$ cat src/chan_dma_defines.vh
`ifndef CHAN_DMA_DEFINES_VH
`define CHAN_DMA_DEFINES_VH

`define OFF_RX_BUFFER_POINTER 12'h100
`define OFF_RX_BUFFER_COUNT   12'h104
`define OFF_TX_BUFFER_POINTER 12'h108
`define OFF_TX_BUFFER_COUNT   12'h10c
`define OFF_RX_CHAIN_POINTER  12'h110
`define OFF_RX_CHAIN_COUNT    12'h114
`define OFF_TX_CHAIN_POINTER  12'h118
`define OFF_TX_CHAIN_COUNT    12'h11c
`define OFF_CHANNEL_CONTROL   12'h120
`define OFF_CHANNEL_STATUS    12'h124
`define OFF_DONE_FLAGS        12'h128
`define OFF_UNIT_SIZE         12'h12c

`define CTL_RX_EN_BIT   0
`define CTL_RX_DIS_BIT  1
`define CTL_TX_EN_BIT   8
`define CTL_TX_DIS_BIT  9

`define FLG_RX_DONE_BIT 0
`define FLG_TX_DONE_BIT 1
`define FLG_RX_FULL_BIT 2
`define FLG_TX_EMPTY_BIT 3

`define PTR_RESET   32'h0000_0000
`define CNT_RESET   16'h0000
`define UNIT_BYTE   2'h0
`define UNIT_HALF   2'h1
`define UNIT_WORD   2'h2

`endif

$ cat src/chan_dma_regs.v
// Notes on behaviour
// RQ1 - Software loads receive start address first.
// RQ2 - Software loads receive size, low sixteen bits.
// RQ3 - Zero receive count stops receive transfers.
// RQ4 - Nonzero receive count and enable moves data.
// RQ5 - Software loads transmit start address.
// RQ6 - Software loads transmit size, low sixteen bits.
// RQ7 - Zero transmit count stops transmit fetches.
// RQ8 - Nonzero transmit count and enable moves data.
// RQ9 - Half duplex shares one current pointer.
// RQ10 - Half duplex shares one current counter.
// RQ11 - Next receive pointer held for chaining.
// RQ12 - Sixteen-bit next receive counter.
// RQ13 - Half duplex shares one next pointer.
// RQ14 - Next transmit pointer held for chaining.
// RQ15 - Half duplex shares one next counter.
// RQ16 - Empty current reloads from next, next cleared.
// RQ17 - Pointer advances one, two or four bytes.
// RQ18 - Requests only while channel enable set.
// RQ19 - Done flags; full/empty when both counts zero.
// RQ20 - Sixteen-bit next transmit counter.
// RQ21 - Reads return live pointer and counter values.
// RQ22 - Counter upper bits read zero, ignore writes.
`include "chan_dma_defines.vh"
`default_nettype none

module chan_dma_regs #(
    parameter HALF_DUPLEX = 0
) (
    input  wire        pclk,
    input  wire        presetn,
    input  wire        psel,
    input  wire        penable,
    input  wire        pwrite,
    input  wire [11:0] paddr,
    input  wire [31:0] pwdata,
    output reg  [31:0] prdata,
    output wire        pready,
    output wire        pslverr,
    input  wire        rx_ready,
    input  wire        tx_ready,
    input  wire        rx_xfer_ack,
    input  wire        tx_xfer_ack,
    output wire        rx_xfer_req,
    output wire        tx_xfer_req,
    output reg  [31:0] rx_xfer_addr,
    output reg  [31:0] tx_xfer_addr,
    output wire        rx_channel_enable,
    output wire        tx_channel_enable,
    output wire        rx_buffer_done_flag,
    output wire        tx_buffer_done_flag,
    output wire        rx_all_buffers_full_flag,
    output wire        tx_all_buffers_empty_flag
);

    // Storage is kept per direction; in half duplex the transmit view aliases the receive one.
    reg  [31:0] rx_current_address;
    reg  [15:0] rx_current_size;
    reg  [31:0] rx_following_address;
    reg  [15:0] rx_following_size;
    reg  [31:0] tx_cur_addr_reg;
    reg  [15:0] tx_cur_size_reg;
    reg  [31:0] tx_fol_addr_reg;
    reg  [15:0] tx_fol_size_reg;
    reg         rx_en_reg;
    reg         tx_en_reg;
    reg  [3:0]  flags_reg;
    reg  [1:0]  unit_reg;
    reg  [3:0]  flags_next;
    reg  [31:0] step;
    reg  [31:0] rx_cur_addr_next;
    reg  [15:0] rx_cur_size_next;
    reg  [31:0] rx_fol_addr_next;
    reg  [15:0] rx_fol_size_next;
    reg  [31:0] tx_cur_addr_next;
    reg  [15:0] tx_cur_size_next;
    reg  [31:0] tx_fol_addr_next;
    reg  [15:0] tx_fol_size_next;

    wire [31:0] tx_current_address;
    wire [15:0] tx_current_size;
    wire [31:0] tx_following_address;
    wire [15:0] tx_following_size;
    wire        wr;
    wire        rx_move;
    wire        tx_move;
    wire        rx_last;
    wire        tx_last;
    wire        ctl_wr;
    wire        rx_sz_wr;
    wire        tx_sz_wr;
    wire        hit_rx_ptr;
    wire        hit_rx_cnt;
    wire        hit_tx_ptr;
    wire        hit_tx_cnt;
    wire        hit_rx_nptr;
    wire        hit_rx_ncnt;
    wire        hit_tx_nptr;
    wire        hit_tx_ncnt;
    wire        wr_rx_ptr;
    wire        wr_rx_cnt;
    wire        wr_rx_nptr;
    wire        wr_rx_ncnt;
    wire        wr_tx_ptr;
    wire        wr_tx_cnt;
    wire        wr_tx_nptr;
    wire        wr_tx_ncnt;

    // One decoded select per pointer and counter register drives the write path; the read path decodes paddr in its own case.
    assign hit_rx_ptr  = (paddr == `OFF_RX_BUFFER_POINTER);
    assign hit_rx_cnt  = (paddr == `OFF_RX_BUFFER_COUNT);
    assign hit_tx_ptr  = (paddr == `OFF_TX_BUFFER_POINTER);
    assign hit_tx_cnt  = (paddr == `OFF_TX_BUFFER_COUNT);
    assign hit_rx_nptr = (paddr == `OFF_RX_CHAIN_POINTER);
    assign hit_rx_ncnt = (paddr == `OFF_RX_CHAIN_COUNT);
    assign hit_tx_nptr = (paddr == `OFF_TX_CHAIN_POINTER);
    assign hit_tx_ncnt = (paddr == `OFF_TX_CHAIN_COUNT);

    // In half duplex the transmit addresses write the shared receive storage.
    assign wr_rx_ptr  = wr && (hit_rx_ptr || (HALF_DUPLEX && hit_tx_ptr)); // RQ9
    assign wr_rx_cnt  = wr && (hit_rx_cnt || (HALF_DUPLEX && hit_tx_cnt)); // RQ10
    assign wr_rx_nptr = wr && (hit_rx_nptr || (HALF_DUPLEX && hit_tx_nptr)); // RQ13
    assign wr_rx_ncnt = wr && (hit_rx_ncnt || (HALF_DUPLEX && hit_tx_ncnt)); // RQ15
    assign wr_tx_ptr  = wr && hit_tx_ptr;
    assign wr_tx_cnt  = wr && hit_tx_cnt;
    assign wr_tx_nptr = wr && hit_tx_nptr;
    assign wr_tx_ncnt = wr && hit_tx_ncnt;

    assign tx_current_address   = HALF_DUPLEX ? rx_current_address   : tx_cur_addr_reg; // RQ9
    assign tx_current_size      = HALF_DUPLEX ? rx_current_size      : tx_cur_size_reg; // RQ10
    assign tx_following_address = HALF_DUPLEX ? rx_following_address : tx_fol_addr_reg; // RQ13
    assign tx_following_size    = HALF_DUPLEX ? rx_following_size    : tx_fol_size_reg; // RQ15

    assign pready    = 1'b1;
    assign pslverr   = 1'b0;
    assign wr        = psel & penable & pwrite;
    assign ctl_wr    = wr && (paddr == `OFF_CHANNEL_CONTROL);

    assign rx_channel_enable = rx_en_reg;
    assign tx_channel_enable = tx_en_reg;

    // Requests need both permission and a nonzero count.
    assign rx_xfer_req = rx_en_reg && (rx_current_size != 16'h0000) && rx_ready; // RQ3 RQ4 RQ18
    assign tx_xfer_req = tx_en_reg && (tx_current_size != 16'h0000) && tx_ready; // RQ7 RQ8 RQ18
    assign rx_move = rx_xfer_req && rx_xfer_ack;
    assign tx_move = tx_xfer_req && tx_xfer_ack;
    assign rx_last = rx_move && (rx_current_size == 16'h0001);
    assign tx_last = tx_move && (tx_current_size == 16'h0001);

    assign rx_buffer_done_flag       = flags_reg[`FLG_RX_DONE_BIT];
    assign tx_buffer_done_flag       = flags_reg[`FLG_TX_DONE_BIT];
    assign rx_all_buffers_full_flag  = flags_reg[`FLG_RX_FULL_BIT];
    assign tx_all_buffers_empty_flag = flags_reg[`FLG_TX_EMPTY_BIT];

    // A nonzero size write clears the flags of that direction.
    assign rx_sz_wr = wr && pwdata[15:0] != 16'h0000 && (hit_rx_cnt || hit_rx_ncnt);
    assign tx_sz_wr = wr && pwdata[15:0] != 16'h0000 && (hit_tx_cnt || hit_tx_ncnt);

    always @* begin
        case (unit_reg)
            `UNIT_HALF: step = 32'h0000_0002; // RQ17
            `UNIT_WORD: step = 32'h0000_0004; // RQ17
            default:    step = 32'h0000_0001; // RQ17
        endcase
    end

    always @* begin
        flags_next = flags_reg;
        if (rx_sz_wr || (HALF_DUPLEX && tx_sz_wr)) begin
            flags_next[`FLG_RX_DONE_BIT] = 1'b0;
            flags_next[`FLG_RX_FULL_BIT] = 1'b0;
        end
        if (tx_sz_wr || (HALF_DUPLEX && rx_sz_wr)) begin
            flags_next[`FLG_TX_DONE_BIT] = 1'b0;
            flags_next[`FLG_TX_EMPTY_BIT] = 1'b0;
        end
        // Setting after clearing lets a finishing transfer win over a same-cycle clear.
        if (rx_last) begin
            flags_next[`FLG_RX_DONE_BIT] = 1'b1; // RQ19
            if (rx_following_size == 16'h0000)
                flags_next[`FLG_RX_FULL_BIT] = 1'b1; // RQ19
        end
        if (tx_last) begin
            flags_next[`FLG_TX_DONE_BIT] = 1'b1; // RQ19
            if (tx_following_size == 16'h0000)
                flags_next[`FLG_TX_EMPTY_BIT] = 1'b1; // RQ19
        end
    end

    always @(posedge pclk or negedge presetn) begin
        if (!presetn) begin
            rx_en_reg <= 1'b0;
            tx_en_reg <= 1'b0;
            flags_reg <= 4'h0;
            unit_reg  <= `UNIT_BYTE;
        end else begin
            flags_reg <= flags_next;
            if (wr && paddr == `OFF_UNIT_SIZE)
                unit_reg <= pwdata[1:0];
            if (ctl_wr) begin // RQ18
                if (pwdata[`CTL_RX_DIS_BIT] || (HALF_DUPLEX && pwdata[`CTL_TX_DIS_BIT]))
                    rx_en_reg <= 1'b0;
                else if (pwdata[`CTL_RX_EN_BIT])
                    rx_en_reg <= 1'b1;
                // In half duplex a receive enable overrides and turns transmit off.
                if (pwdata[`CTL_TX_DIS_BIT] || (HALF_DUPLEX && pwdata[`CTL_RX_DIS_BIT]))
                    tx_en_reg <= 1'b0;
                else if (HALF_DUPLEX && pwdata[`CTL_RX_EN_BIT])
                    tx_en_reg <= 1'b0;
                else if (pwdata[`CTL_TX_EN_BIT]) begin
                    tx_en_reg <= 1'b1;
                    if (HALF_DUPLEX)
                        rx_en_reg <= 1'b0;
                end
            end
        end
    end

    // Receive (and shared) pointer and counter set.
    always @* begin
        rx_cur_addr_next = rx_current_address;
        rx_cur_size_next = rx_current_size;
        rx_fol_addr_next = rx_following_address;
        rx_fol_size_next = rx_following_size;
        if (rx_move || (HALF_DUPLEX && tx_move)) begin
            rx_cur_addr_next = rx_current_address + step; // RQ17
            if (rx_current_size == 16'h0001 && rx_following_size != 16'h0000) begin
                rx_cur_addr_next = rx_following_address; // RQ16
                rx_cur_size_next = rx_following_size; // RQ16
                rx_fol_addr_next = `PTR_RESET; // RQ16
                rx_fol_size_next = `CNT_RESET; // RQ16
            end else begin
                rx_cur_size_next = rx_current_size - 16'h0001;
            end
        end
        // Software writes take precedence over the hardware update of the same cycle.
        if (wr_rx_ptr) begin
            rx_cur_addr_next = pwdata; // RQ9
        end
        if (wr_rx_cnt) begin
            rx_cur_size_next = pwdata[15:0]; // RQ10 RQ22
        end
        if (wr_rx_nptr) begin
            rx_fol_addr_next = pwdata; // RQ11 RQ13
        end
        if (wr_rx_ncnt) begin
            rx_fol_size_next = pwdata[15:0]; // RQ12 RQ15
        end
    end

    always @(posedge pclk or negedge presetn) begin
        if (!presetn) begin
            rx_current_address   <= `PTR_RESET;
            rx_current_size      <= `CNT_RESET;
            rx_following_address <= `PTR_RESET;
            rx_following_size    <= `CNT_RESET;
        end else begin
            rx_current_address   <= rx_cur_addr_next;
            rx_current_size      <= rx_cur_size_next;
            rx_following_address <= rx_fol_addr_next;
            rx_following_size    <= rx_fol_size_next;
        end
    end

    // Transmit set, unused storage in half duplex.
    always @* begin
        tx_cur_addr_next = tx_cur_addr_reg;
        tx_cur_size_next = tx_cur_size_reg;
        tx_fol_addr_next = tx_fol_addr_reg;
        tx_fol_size_next = tx_fol_size_reg;
        if (tx_move) begin
            tx_cur_addr_next = tx_cur_addr_reg + step; // RQ17
            if (tx_cur_size_reg == 16'h0001 && tx_fol_size_reg != 16'h0000) begin
                tx_cur_addr_next = tx_fol_addr_reg; // RQ16
                tx_cur_size_next = tx_fol_size_reg; // RQ16
                tx_fol_addr_next = `PTR_RESET; // RQ16
                tx_fol_size_next = `CNT_RESET; // RQ16
            end else begin
                tx_cur_size_next = tx_cur_size_reg - 16'h0001;
            end
        end
        if (wr_tx_ptr) begin
            tx_cur_addr_next = pwdata;
        end
        if (wr_tx_cnt) begin
            tx_cur_size_next = pwdata[15:0]; // RQ22
        end
        if (wr_tx_nptr) begin
            tx_fol_addr_next = pwdata; // RQ14
        end
        if (wr_tx_ncnt) begin
            tx_fol_size_next = pwdata[15:0]; // RQ20
        end
    end

    always @(posedge pclk or negedge presetn) begin
        if (!presetn) begin
            tx_cur_addr_reg <= `PTR_RESET;
            tx_cur_size_reg <= `CNT_RESET;
            tx_fol_addr_reg <= `PTR_RESET;
            tx_fol_size_reg <= `CNT_RESET;
        end else if (!HALF_DUPLEX) begin
            tx_cur_addr_reg <= tx_cur_addr_next;
            tx_cur_size_reg <= tx_cur_size_next;
            tx_fol_addr_reg <= tx_fol_addr_next;
            tx_fol_size_reg <= tx_fol_size_next;
        end
    end

    // Transfer addresses are registered copies of the live current pointers.
    always @(posedge pclk or negedge presetn) begin
        if (!presetn) begin
            rx_xfer_addr <= `PTR_RESET;
            tx_xfer_addr <= `PTR_RESET;
        end else begin
            rx_xfer_addr <= rx_current_address;
            tx_xfer_addr <= tx_current_address;
        end
    end

    always @* begin
        case (paddr)
            `OFF_RX_BUFFER_POINTER: prdata = rx_current_address; // RQ21
            `OFF_RX_BUFFER_COUNT:   prdata = {16'h0000, rx_current_size}; // RQ22
            `OFF_TX_BUFFER_POINTER: prdata = tx_current_address;
            `OFF_TX_BUFFER_COUNT:   prdata = {16'h0000, tx_current_size}; // RQ22
            `OFF_RX_CHAIN_POINTER:  prdata = rx_following_address;
            `OFF_RX_CHAIN_COUNT:    prdata = {16'h0000, rx_following_size};
            `OFF_TX_CHAIN_POINTER:  prdata = tx_following_address;
            `OFF_TX_CHAIN_COUNT:    prdata = {16'h0000, tx_following_size};
            `OFF_CHANNEL_STATUS:    prdata = {23'h000000, tx_en_reg, 7'h00, rx_en_reg};
            `OFF_DONE_FLAGS:        prdata = {28'h0000000, flags_reg};
            `OFF_UNIT_SIZE:         prdata = {30'h00000000, unit_reg};
            default:                prdata = 32'h0000_0000;
        endcase
    end

endmodule // chan_dma_regs

`default_nettype wire
$ cat config.mk
export PLATFORM = sky130hd
export DESIGN_NAME = chan_dma_regs
export DESIGN_NICKNAME = d
export VERILOG_FILES = /design/src/chan_dma_regs.v
export VERILOG_INCLUDE_DIRS = /design/src /design/src/src
export SDC_FILE = /design/constraint.sdc
export NUM_CORES = 1
export LEC_CHECK = 0
export BUFFER_PORTS_ARGS = -buffer_cell sky130_fd_sc_hd__buf_2
export CORE_MARGIN = 5
export CORE_UTILIZATION = 45
export DETAILED_ROUTE_END_ITERATION = 10
export PLACE_DENSITY = 0.71
export SETUP_SLACK_MARGIN = 0.2
export SKIP_CTS_REPAIR_TIMING = 1
export SYNTH_ARGS = -nofsm -noshare
export SYNTH_HDL_FRONTEND = slang
export SYNTH_SLANG_ARGS = --single-unit
$ cat constraint.sdc
create_clock -name pclk -period 6.99 [get_ports pclk]
set_input_delay 0.699 -clock pclk [delete_from_list [all_inputs] [get_ports pclk]]
set_output_delay 0.699 -clock pclk [all_outputs]
set_load 0.05 [all_outputs]
==> results of run 1 <==
-- path summary, 6_finish.rpt --
path	start	endpoint	slack [ns]	cells after the start
max	paddr[4]	prdata[15]	2.65	8
min	presetn	tx_xfer_addr[31]	0.18	1
max reg2reg	tx_cur_size_reg[11]	tx_fol_addr_reg[31]	3.65	5
min reg2reg	rx_current_address[31]	rx_xfer_addr[31]	0.48	0
max in group asynchronous	presetn	rx_following_size[0]	5.43	2
min in group pclk	pwdata[30]	tx_fol_addr_reg[30]	0.43	2
-- through the flow --
stage	cell area, um2	util, %
after floorplan	14600	-
after global placement	15500	48.0
after detailed placement	15500	48.0
after CTS	16500	51.0
after global routing	16500	51.0
final	16500	51.0
-- logic make-up (layout without fill, tap and decap cells) --
| group | Yosys count | after routing |
|---|---|---|
| AOI/OAI and AO/OA | 514 | 514 |
| and+or+nand+nor | 438 | 438 |
| DFF | 264 | 264 |
| buffers and inverters | 142 | 241 |
| xor gates and xnor gates | 75 | 75 |
| muxes | 42 | 42 |
| adders and majority gates | 14 | 14 |
| other | 2 | 3 |
-- critical path, cell delays in order --
cell and delay (ns):
buf_2 0.37, nor4_1 0.91, nand2_1 0.15, nor2_1 0.71
a22o_1 0.24, a221oi_1 0.06, o21ai_0 0.16, buf_2 0.33
-- metal layers --
layer,vias to the layer above,routed length (um),share of wire [%],track usage [%]
met5,-,20,0.037,0
met4,2,3020,5.5,13.2
met3,194,5040,9.2,4.70
met2,833,24500,45,45.9
met1,6660,22200,41,40.6
li1,5789,-,-,-
-- cell usage after synthesis (13+ instances only) --
cell type / n
a22o_1: 101
o21ai_0: 95
a22oi_1: 86
mux2i_1: 33
ha_1: 14
inv_1: 13
nor2_1: 110
and3_1: 29
xor2_1: 52
nand3_1: 49
clkbuf_1: 77
xnor2_1: 23
nor4_1: 22
nand4_1: 30
a21oi_1: 73
dfrtp_1: 264
a211oi_1: 17
buf_2: 32
a221o_1: 15
nand2_1: 121
o211ai_1: 27
-- power by group through the flow --
| stage | registers [mW] | clock network [mW] | logic (mW) |
|---|---|---|---|
| finish | 1.53 | 1.53 | 0.130 |
| global route | 1.53 | 1.61 | 0.139 |
| CTS | 1.53 | 1.55 | 0.129 |
| detailed placement | 1.56 | 0 | 0.129 |
| global placement | 1.56 | 0 | 0.129 |
| floorplan | 1.56 | 0 | 0.0463 |
-- final cells by class --
type                       count  share of cell area, %
tap                          442                   3.36
timing repair buffer         173                   5.65
clock inverter                 9                  0.349
sequential                   264                   40.1
inverter                      13                  0.296
clock buffer                  46                   5.48
multi-input combinational   1085                   44.7
antenna                        1                 0.0152
==> summary.txt, run 1 <==
Pwr
  – Clk pwr share: 47.9%
  – P_sw: around 0.75 mW
  – Leakage power: 7.76 nW
  – VDD IR max: 176 uV
  – Pwr dens: 194 nW/um2
  – Power consumption: between 3 and 4 mW
  – Sw Share: a little under a quarter
  – Gate power share: 4.1%
  – Reg power frac: 48.0%
  – Internal cell power: 2.44 mW

Timing
  – Final hold vios: 0
  – Slew Limit Fails: 0
  – Final setup margin: around 2.7 ns
  – Final Setup Violations: 0
  – Min Tclk post-route: 4.34 ns
  – Setup TNS: 0 ns
  – Hold Worst Slack: 0.182 ns
  – Max Freq: 231 MHz
  – Slew @ Worst Pin: 1.07 ns
  – Worst rel slew slack: 28.0%
  – Setup Skew: 0.0137 ns
  – Tcrit/Tclk final: between 60% and 70%
  – Unrepaired setup endpoints after global routing: false

Route
  – Drt first pass iters: 5
  – Vias post-DR: 13,500
  – Vias per inst: 6.63
  – DRT Wirelength: 54,800 um
  – Detailed Route Iter0 Violations: 1,862
  – Post-route ant nets: 0
  – Routed wire per std cell: 26.9 um
  – Drt drc: 0

Floorplan
  – IO Count: 159
  – Chip Height: 190 um
  – Num rows: 66
  – Starting Density: a little under half
  – CORE AREA: 32,300 um2
  – Die width: 190 um
  – Die ar.: 36,200 um2

Yosys
  – Synth Area in Simple Gates: 15.5%
  – Compound-cell area share of the yosys netlist: 25.6%
  – Register area share after synthesis: a little under half
  – Largest area contributor in the netlist: dfrtp_1
  – Post-synthesis mux area share: 3.34%
  – Synthesis Warnings: 0
  – Ranking of synthesized cells by area: dfrtp_1, a22o_1, a22oi_1
  – Synth cell types: 75
  – Mapped Cells: 1,491
  – Top-area cell type share of the netlist area: 45.2%
  – Synth Cell Area: 14,600 um2
  – Syn Area/Cell: 9.80 um2
  – Post-synth ARST share: 100%
  – Synth Area in XOR/XNOR: 4.50%
  – Net Count, Synth: about 1,600
  – Post-Synth Adder-Cell Area: 1.20%
  – Number of enable flip-flop cells after synthesis: 0
  – Most used DFF post-synth: dfrtp_1
  – Largest family of logic cells by synthesized area: compound AO/OA/AOI/OAI gates
  – Yosys reg bits: 264

Clock tree
  – Root Buffer: clkbuf_16
  – Clk buf depth: 3
  – Inserted Clock Buffers: 30
  – Htree depth: 1
  – Clock Latency Late Sink: between 0.5 and 0.6 ns
  – CTS sink cnt: 264
  – CTS tree: done
  – Clock Pin Slew Worst Setup and Hold Paths: approximately 0.050 ns

Global routing
  – Antenna violations before repair: 1
  – Vias in the first global route: 13,000
  – All-Layer GR Usage: 29.4%
  – Global-route wire length before repair: 82,900 um
  – Grt ovf: 0
  – Largest net degree at the start of global routing: around 160

Finish
  – Fin cells: around 2,000
  – Leading cell type in the layout, fill and taps excluded: dfrtp_1
  – Layout cells sized above 1: 17.5%
  – Most frequent cells in the layout: dfrtp_1, buf_2, nand2_1
  – Multi-input logic area: 7370 um2
  – Layout Nets: 1,634
  – Register area: 6610 um2
  – Fillcell total: 2,988
  – Area grow syn2layout: 12.8%

Critical path
  – Critical Path End Type: output pin
  – CP Class: primary input to output pin
  – Data required time of the worst path: 6.29 ns
  – Worst Path Arrival: between 3 and 4 ns
  – Startpoint Class: primary input
  – Critical path fanouts, max: between 40 and 50

Placed design
  – Place WS: about 2.8 ns
  – IO Port Bufs: 156
  – Post-DP HPWL: 37,700 um
  – GP Congestion: roughly 0.98
  – Cells after DPL: slightly below 2,000

Outcome
  – Status: completed

Min path
  – Hold Path Class: primary input to asynchronous set/reset pin

Job
  – Max-Cap Viols: 0
Note: power is estimated with default switching activity, not from simulation.
==> run 2, diff against run 1 <==
--- a/config.mk
+++ b/config.mk
@@ -10,7 +10,7 @@
 export CORE_MARGIN = 5
 export CORE_UTILIZATION = 45
 export DETAILED_ROUTE_END_ITERATION = 10
-export PLACE_DENSITY = 0.71
+export PLACE_DENSITY = 0.73
 export SETUP_SLACK_MARGIN = 0.2
 export SKIP_CTS_REPAIR_TIMING = 1
 export SYNTH_ARGS = -nofsm -noshare
==> constraint.sdc (replaced) <==
create_clock -name pclk -period 3.8 [get_ports pclk]
set_input_delay 0.38 -clock pclk [delete_from_list [all_inputs] [get_ports pclk]]
set_output_delay 0.38 -clock pclk [all_outputs]
set_load 0.05 [all_outputs]
==> summary.txt, run 2 (synthesized netlist as in run 1, its figures left out) <==
Outcome
  – Status: completed

Timing
  – Slew @ Worst Pin: 1.09 ns (+0.0279 ns)
  – Worst rel slew slack: 26.9% (-1.1 points)
  – Final hold vios: 0 (unchanged)
  – Min Tclk post-route: 3.37 ns
  – Setup TNS: 0 ns (unchanged)
  – Slew Limit Fails: 0 (unchanged)
  – Unrepaired setup endpoints after global routing: false
  – Final Setup Violations: 0 (unchanged)
  – Tcrit/Tclk final: 88.7%
  – Setup Skew: 0.0169 ns (+0.00320 ns)
  – Max Freq: slightly below 300 MHz

Pwr
  – VDD IR max: 334 uV (+90%)
  – Leakage power: 7.88 nW (+1.6%)
  – Pwr dens: 359 nW/um2 (+85%)

Floorplan
  – IO Count: 159 (unchanged)
  – Die ar.: 36,200 um2 (unchanged)
  – Num rows: 66 (unchanged)
  – Die width: 190 um (unchanged)
  – Chip Height: 190 um (unchanged)
  – CORE AREA: 32,300 um2 (unchanged)
  – Starting Density: 45.2% (unchanged)

Finish
  – Area grow syn2layout: 14.2%
  – Layout Nets: 1,657 (+1.4%)
  – Diodes inserted: 0 (-1)
  – Leading cell type in the layout, fill and taps excluded: dfrtp_1
  – Final Instance Area: 16,700 um2 (+1.3%)
  – Layout cells sized above 1: 18.7% (+1.1 points)
  – Register area: 6610 um2 (unchanged)
  – Most frequent cells in the layout: dfrtp_1, buf_2, nand2_1
  – Multi-input logic area: 7360 um2 (-0.19%)
  – Fillcell total: 2,976 (-0.40%)

Clock tree
  – Clock Latency Late Sink: 0.55 ns (about the same)
  – CTS tree: done
  – CTS sink cnt: 264 (unchanged)
  – Inserted Clock Buffers: 28 (-6.7%)
  – Htree depth: 1 (unchanged)
  – Clock Pin Slew Worst Setup and Hold Paths: 0.06 ns (about the same)
  – Clk buf depth: 3 (unchanged)
  – Root Buffer: clkbuf_16

Critical path
  – Critical path fanouts, max: 12 (-71%)
  – Data required time of the worst path: 3.42 ns (-2.87 ns)
  – Reg2reg setup slack: 0.71 ns (-2.94 ns)
  – Critical Path End Type: output pin
  – Worst Path Arrival: 2.99 ns (-0.65 ns)
  – Startpoint Class: primary input
  – R2R depth: 5 (unchanged)
  – CP Class: primary input to output pin

Global routing
  – Largest net degree at the start of global routing: 96 (-39%)
  – Global-route wire length before repair: 82,700 um (-0.27%)
  – Vias in the first global route: 13,200 (+1.6%)
  – Grt ovf: 0 (unchanged)
  – All-Layer GR Usage: 29.4% (about the same)
  – Antenna violations before repair: 0 (-1)

Min path
  – Hold Path Class: primary input to flop
  – Hold depth: 2

Route
  – Post-route ant nets: 0 (unchanged)
  – Routed wire per std cell: 26.7 um (-0.83%)
  – Vias post-DR: 13,700 (+1.4%)
  – Vias per inst: 6.66 (+0.52%)
  – Detailed Route Iter0 Violations: 1,672 (-10%)
  – Drt first pass iters: 7 (+2)
  – Drt drc: 0 (unchanged)
  – DRT Wirelength: 54,800 um (about the same)

Placed design
  – IO Port Bufs: 156 (unchanged)
  – Post-Place Cell Area: 15,700 um2 (+1.2%)
  – GP Congestion: 0.959 (-2.1%)
  – Post-DP HPWL: 38,700 um (+2.7%)

Job
  – Max-Cap Viols: 0 (unchanged)
-- run 2: cell count changes in the layout (fill, tap and decap cells not counted), sizes merged --
| cell | before | now |
|---|---|---|
| buf | 173 | 197 |
| clkbuf | 46 | 40 |
| bufinv | 0 | 4 |
| clkinv | 7 | 4 |
| clkinvlp | 1 | 0 |
| diode | 1 | 0 |
| dlygate4sd3 | 0 | 1 |
| inv | 14 | 13 |
-- run 2: worst paths after layout --
check,start,endpoint
hold / removal,pwdata[21],rx_following_address[21]
max in group asynchronous,presetn,rx_xfer_addr[28]
hold reg to reg,rx_current_address[31],rx_xfer_addr[31]
setup reg to reg,tx_cur_size_reg[5],tx_fol_addr_reg[22]
min in group asynchronous,presetn,tx_xfer_addr[17]
setup / recovery,paddr[1],prdata[15]
-- run 2: layer usage --
metal | vias up | routed length (um) | track usage (%)
met5 | - | 0 | 0
met4 | 0 | 2870 | 12.3
met3 | 176 | 4970 | 4.40
met2 | 883 | 24800 | 46.3
met1 | 6790 | 22100 | 40.9
li1 | 5812 | - | -
-- run 2: worst max-delay path, cell delays in order --
cell	delay [ns]
buf_2	0.10
nor4b_2	0.43
nand2_1	0.46
nor2_1	0.79
a22o_1	0.24
a221oi_1	0.05
o21ai_0	0.19
buf_2	0.34
-- run 2: area by class of cell --
cell class | instances | area share, %
multi-input combinational | 1085 | 44.1
tap | 442 | 3.32
inverter | 13 | 0.293
sequential | 264 | 39.6
clock inverter | 8 | 0.863
clock buffer | 40 | 5.02
timing repair buffer | 198 | 6.80
-- run 2: metrics by stage --
| step | total power, mW | setup slack, ns | hold WS, ns | cells | util [%] |
|---|---|---|---|---|---|
| 4_1_cts | 6.01 | 0.473 | -0.116 | 2049 | 51.6 |
| 2_1_floorplan | 2.96 | 0.879 | 0.0844 | 1491 | - |
| 6_report | 5.99 | 0.429 | 0.143 | 2050 | 51.7 |
| 3_5_place_dp | 3.12 | 0.482 | 0.455 | 2001 | 48.6 |
| 5_1_grt | 6.16 | 0.375 | 0.128 | 2050 | 51.7 |
| 3_3_place_gp | 3.12 | 0.609 | 0.452 | 2001 | 48.6 |
-- run 2: power breakdown --
| group | switching, mW | total [mW] | internal [mW] |
|---|---|---|---|
| combinational | 0.192 | 0.247 | 0.0555 |
| clock | 1.13 | 2.92 | 1.79 |
| sequential | 0.00655 | 2.82 | 2.82 |
==> run 3, diff against run 2 <==
--- a/config.mk
+++ b/config.mk
@@ -10,7 +10,7 @@
 export CORE_MARGIN = 5
 export CORE_UTILIZATION = 45
 export DETAILED_ROUTE_END_ITERATION = 10
-export PLACE_DENSITY = 0.73
+export PLACE_DENSITY_LB_ADDON = 0.12
 export SETUP_SLACK_MARGIN = 0.2
 export SKIP_CTS_REPAIR_TIMING = 1
 export SYNTH_ARGS = -nofsm -noshare
==> summary.txt, run 3 (synthesized netlist as in run 1, its figures left out) <==
Outcome
  – Status: completed

Clock tree
  – Root Buffer: clkbuf_16
  – Clock Pin Slew Worst Setup and Hold Paths: 0.06 ns (about the same)
  – CTS tree: done
  – Inserted Clock Buffers: 30 (+7.1%)
  – Htree depth: 1 (unchanged)
  – Clk buf depth: 3 (unchanged)
  – Clock Latency Late Sink: 0.56 ns (about the same)
  – CTS sink cnt: 264 (unchanged)

Global routing
  – Vias in the first global route: 13,000 (-1.5%)
  – Antenna violations before repair: 0 (unchanged)
  – Grt ovf: 0 (unchanged)
  – Global-route wire length before repair: 84,700 um (+2.4%)
  – All-Layer GR Usage: 30.4% (+0.98 points)
  – Largest net degree at the start of global routing: 102 (+6.3%)

Timing
  – Tcrit/Tclk final: 85.7% (-3.1 points)
  – Unrepaired setup endpoints after global routing: false
  – Setup TNS: 0 ns (unchanged)
  – Setup Skew: 0.0158 ns (-0.00105 ns)
  – Slew Limit Fails: 0 (unchanged)
  – Worst rel slew slack: 28.9% (+2.1 points)
  – Min Tclk post-route: 3.25 ns (-0.116 ns)
  – Max Freq: 307 MHz (+3.6%)
  – Final Setup Violations: 0 (unchanged)
  – Final hold vios: 0 (unchanged)
  – Hold Worst Slack: 0.117 ns (-0.0257 ns)
  – Slew @ Worst Pin: 1.06 ns (-0.0311 ns)

Route
  – Drt drc: 0 (unchanged)
  – Vias per inst: 6.48 (-2.7%)
  – Drt first pass iters: 5 (-2)
  – Vias post-DR: 13,400 (-2.1%)
  – Routed wire per std cell: 27.1 um (+1.6%)
  – Detailed Route Iter0 Violations: 1,319 (-21%)
  – DRT Wirelength: 56,000 um (+2.2%)
  – Post-route ant nets: 0 (unchanged)

Critical path
  – CP Class: primary input to output pin
  – Data required time of the worst path: 3.42 ns (about the same)
  – Worst path cell trace: buf_2, buf_4, buf_4, nand3_1, nor2_1, a22oi_1, nand3_1, buf_2
  – Slowest CP cell: nor2_1
  – Critical path fanouts, max: 22 (+10)
  – Worst Path Arrival: 2.87 ns (-0.12 ns)
  – Startpoint Class: primary input
  – Critical Path End Type: output pin
  – Crit-path max cell delay: 0.70 ns (-0.09 ns)

Finish
  – Layout Nets: 1,663 (+0.36%)
  – Most frequent cells in the layout: dfrtp_1, buf_2, nand2_1
  – Area grow syn2layout: 14.9%
  – Fillcell total: 3,023 (+1.6%)
  – Leading cell type in the layout, fill and taps excluded: dfrtp_1
  – Diodes inserted: 0 (unchanged)
  – Layout cells sized above 1: 19.3% (+0.60 points)

Floorplan
  – Die width: 190 um (unchanged)
  – Chip Height: 190 um (unchanged)
  – Die ar.: 36,200 um2 (unchanged)
  – Starting Density: 45.2% (unchanged)
  – IO Count: 159 (unchanged)
  – CORE AREA: 32,300 um2 (unchanged)
  – Num rows: 66 (unchanged)

Pwr
  – VDD IR max: 426 uV (+28%)
  – Leakage power: 7.93 nW (+0.68%)
  – Power consumption: 6.06 mW (+1.2%)
  – Pwr dens: 361 nW/um2 (+0.57%)

Placed design
  – IO Port Bufs: 156 (unchanged)
  – GP Congestion: 0.938 (-2.2%)
  – Post-DP HPWL: 39,500 um (+2.1%)

Job
  – Max-Cap Viols: 0 (unchanged)

Min path
  – Hold Path Class: primary input to flop
-- run 3: power by group --
group | internal [mW] | total, mW | switching, mW
sequential | 2.81 | 2.82 | 0.00650
combinational | 0.0564 | 0.250 | 0.194
clock | 1.75 | 2.99 | 1.24
total | 4.62 | 6.06 | 1.44
-- run 3: layout make-up --
| class | instances | area, um2 | share of cell area (%) |
|---|---|---|---|
| tap | 442 | 553 | 3.29 |
| multi-input combinational | 1085 | 7360 | 43.9 |
| sequential | 264 | 6610 | 39.4 |
| clock inverter | 15 | 153 | 0.909 |
| clock buffer | 41 | 873 | 5.20 |
| timing repair buffer | 202 | 1190 | 7.08 |
| inverter | 13 | 48.8 | 0.291 |
-- run 3: final timing paths --
| check | slack [ns] | end | startpoint | cells past startpoint |
|---|---|---|---|---|
| max reg2reg | 0.73 | tx_fol_size_reg[3] | tx_cur_size_reg[11] | 6 |
| min in group asynchronous | 0.45 | tx_xfer_addr[18] | presetn | 2 |
| max | 0.55 | prdata[9] | paddr[4] | 8 |
| min reg2reg | 0.48 | rx_xfer_addr[31] | rx_current_address[31] | 0 |
| min | 0.12 | rx_following_address[19] | pwdata[19] | 2 |
| max in group asynchronous | 2.35 | rx_following_address[24] | presetn | 3 |
-- run 3: routing by layer --
| metal | global-route usage [%] | vias to the layer above | share of wire [%] |
|---|---|---|---|
| li1 | - | 5831 | - |
| met1 | 42.1 | 6636 | 41 |
| met2 | 46.9 | 739 | 45 |
| met3 | 4.88 | 166 | 8.0 |
| met4 | 14.5 | 0 | 6.1 |
| met5 | 0 | - | 0 |
-- run 3: worst max-delay path, delay by kind of cell --
family / cells / cell delay [ns]
AOI/OAI and AO/OA: 1 / 0.31
buffers and inverters: 4 / 1.13
and+or+nand+nor: 3 / 1.04
-- run 3: per-stage QoR --
step	util [%]	cells	worst slack, ns	area, um2
detailed placement	48.8	2005	0.676	15700
floorplan	-	1491	0.879	14600
CTS	52.0	2061	0.677	16800
global route	52.0	2062	0.465	16800
global placement	48.8	2005	0.698	15700
finish	52.0	2062	0.545	16800
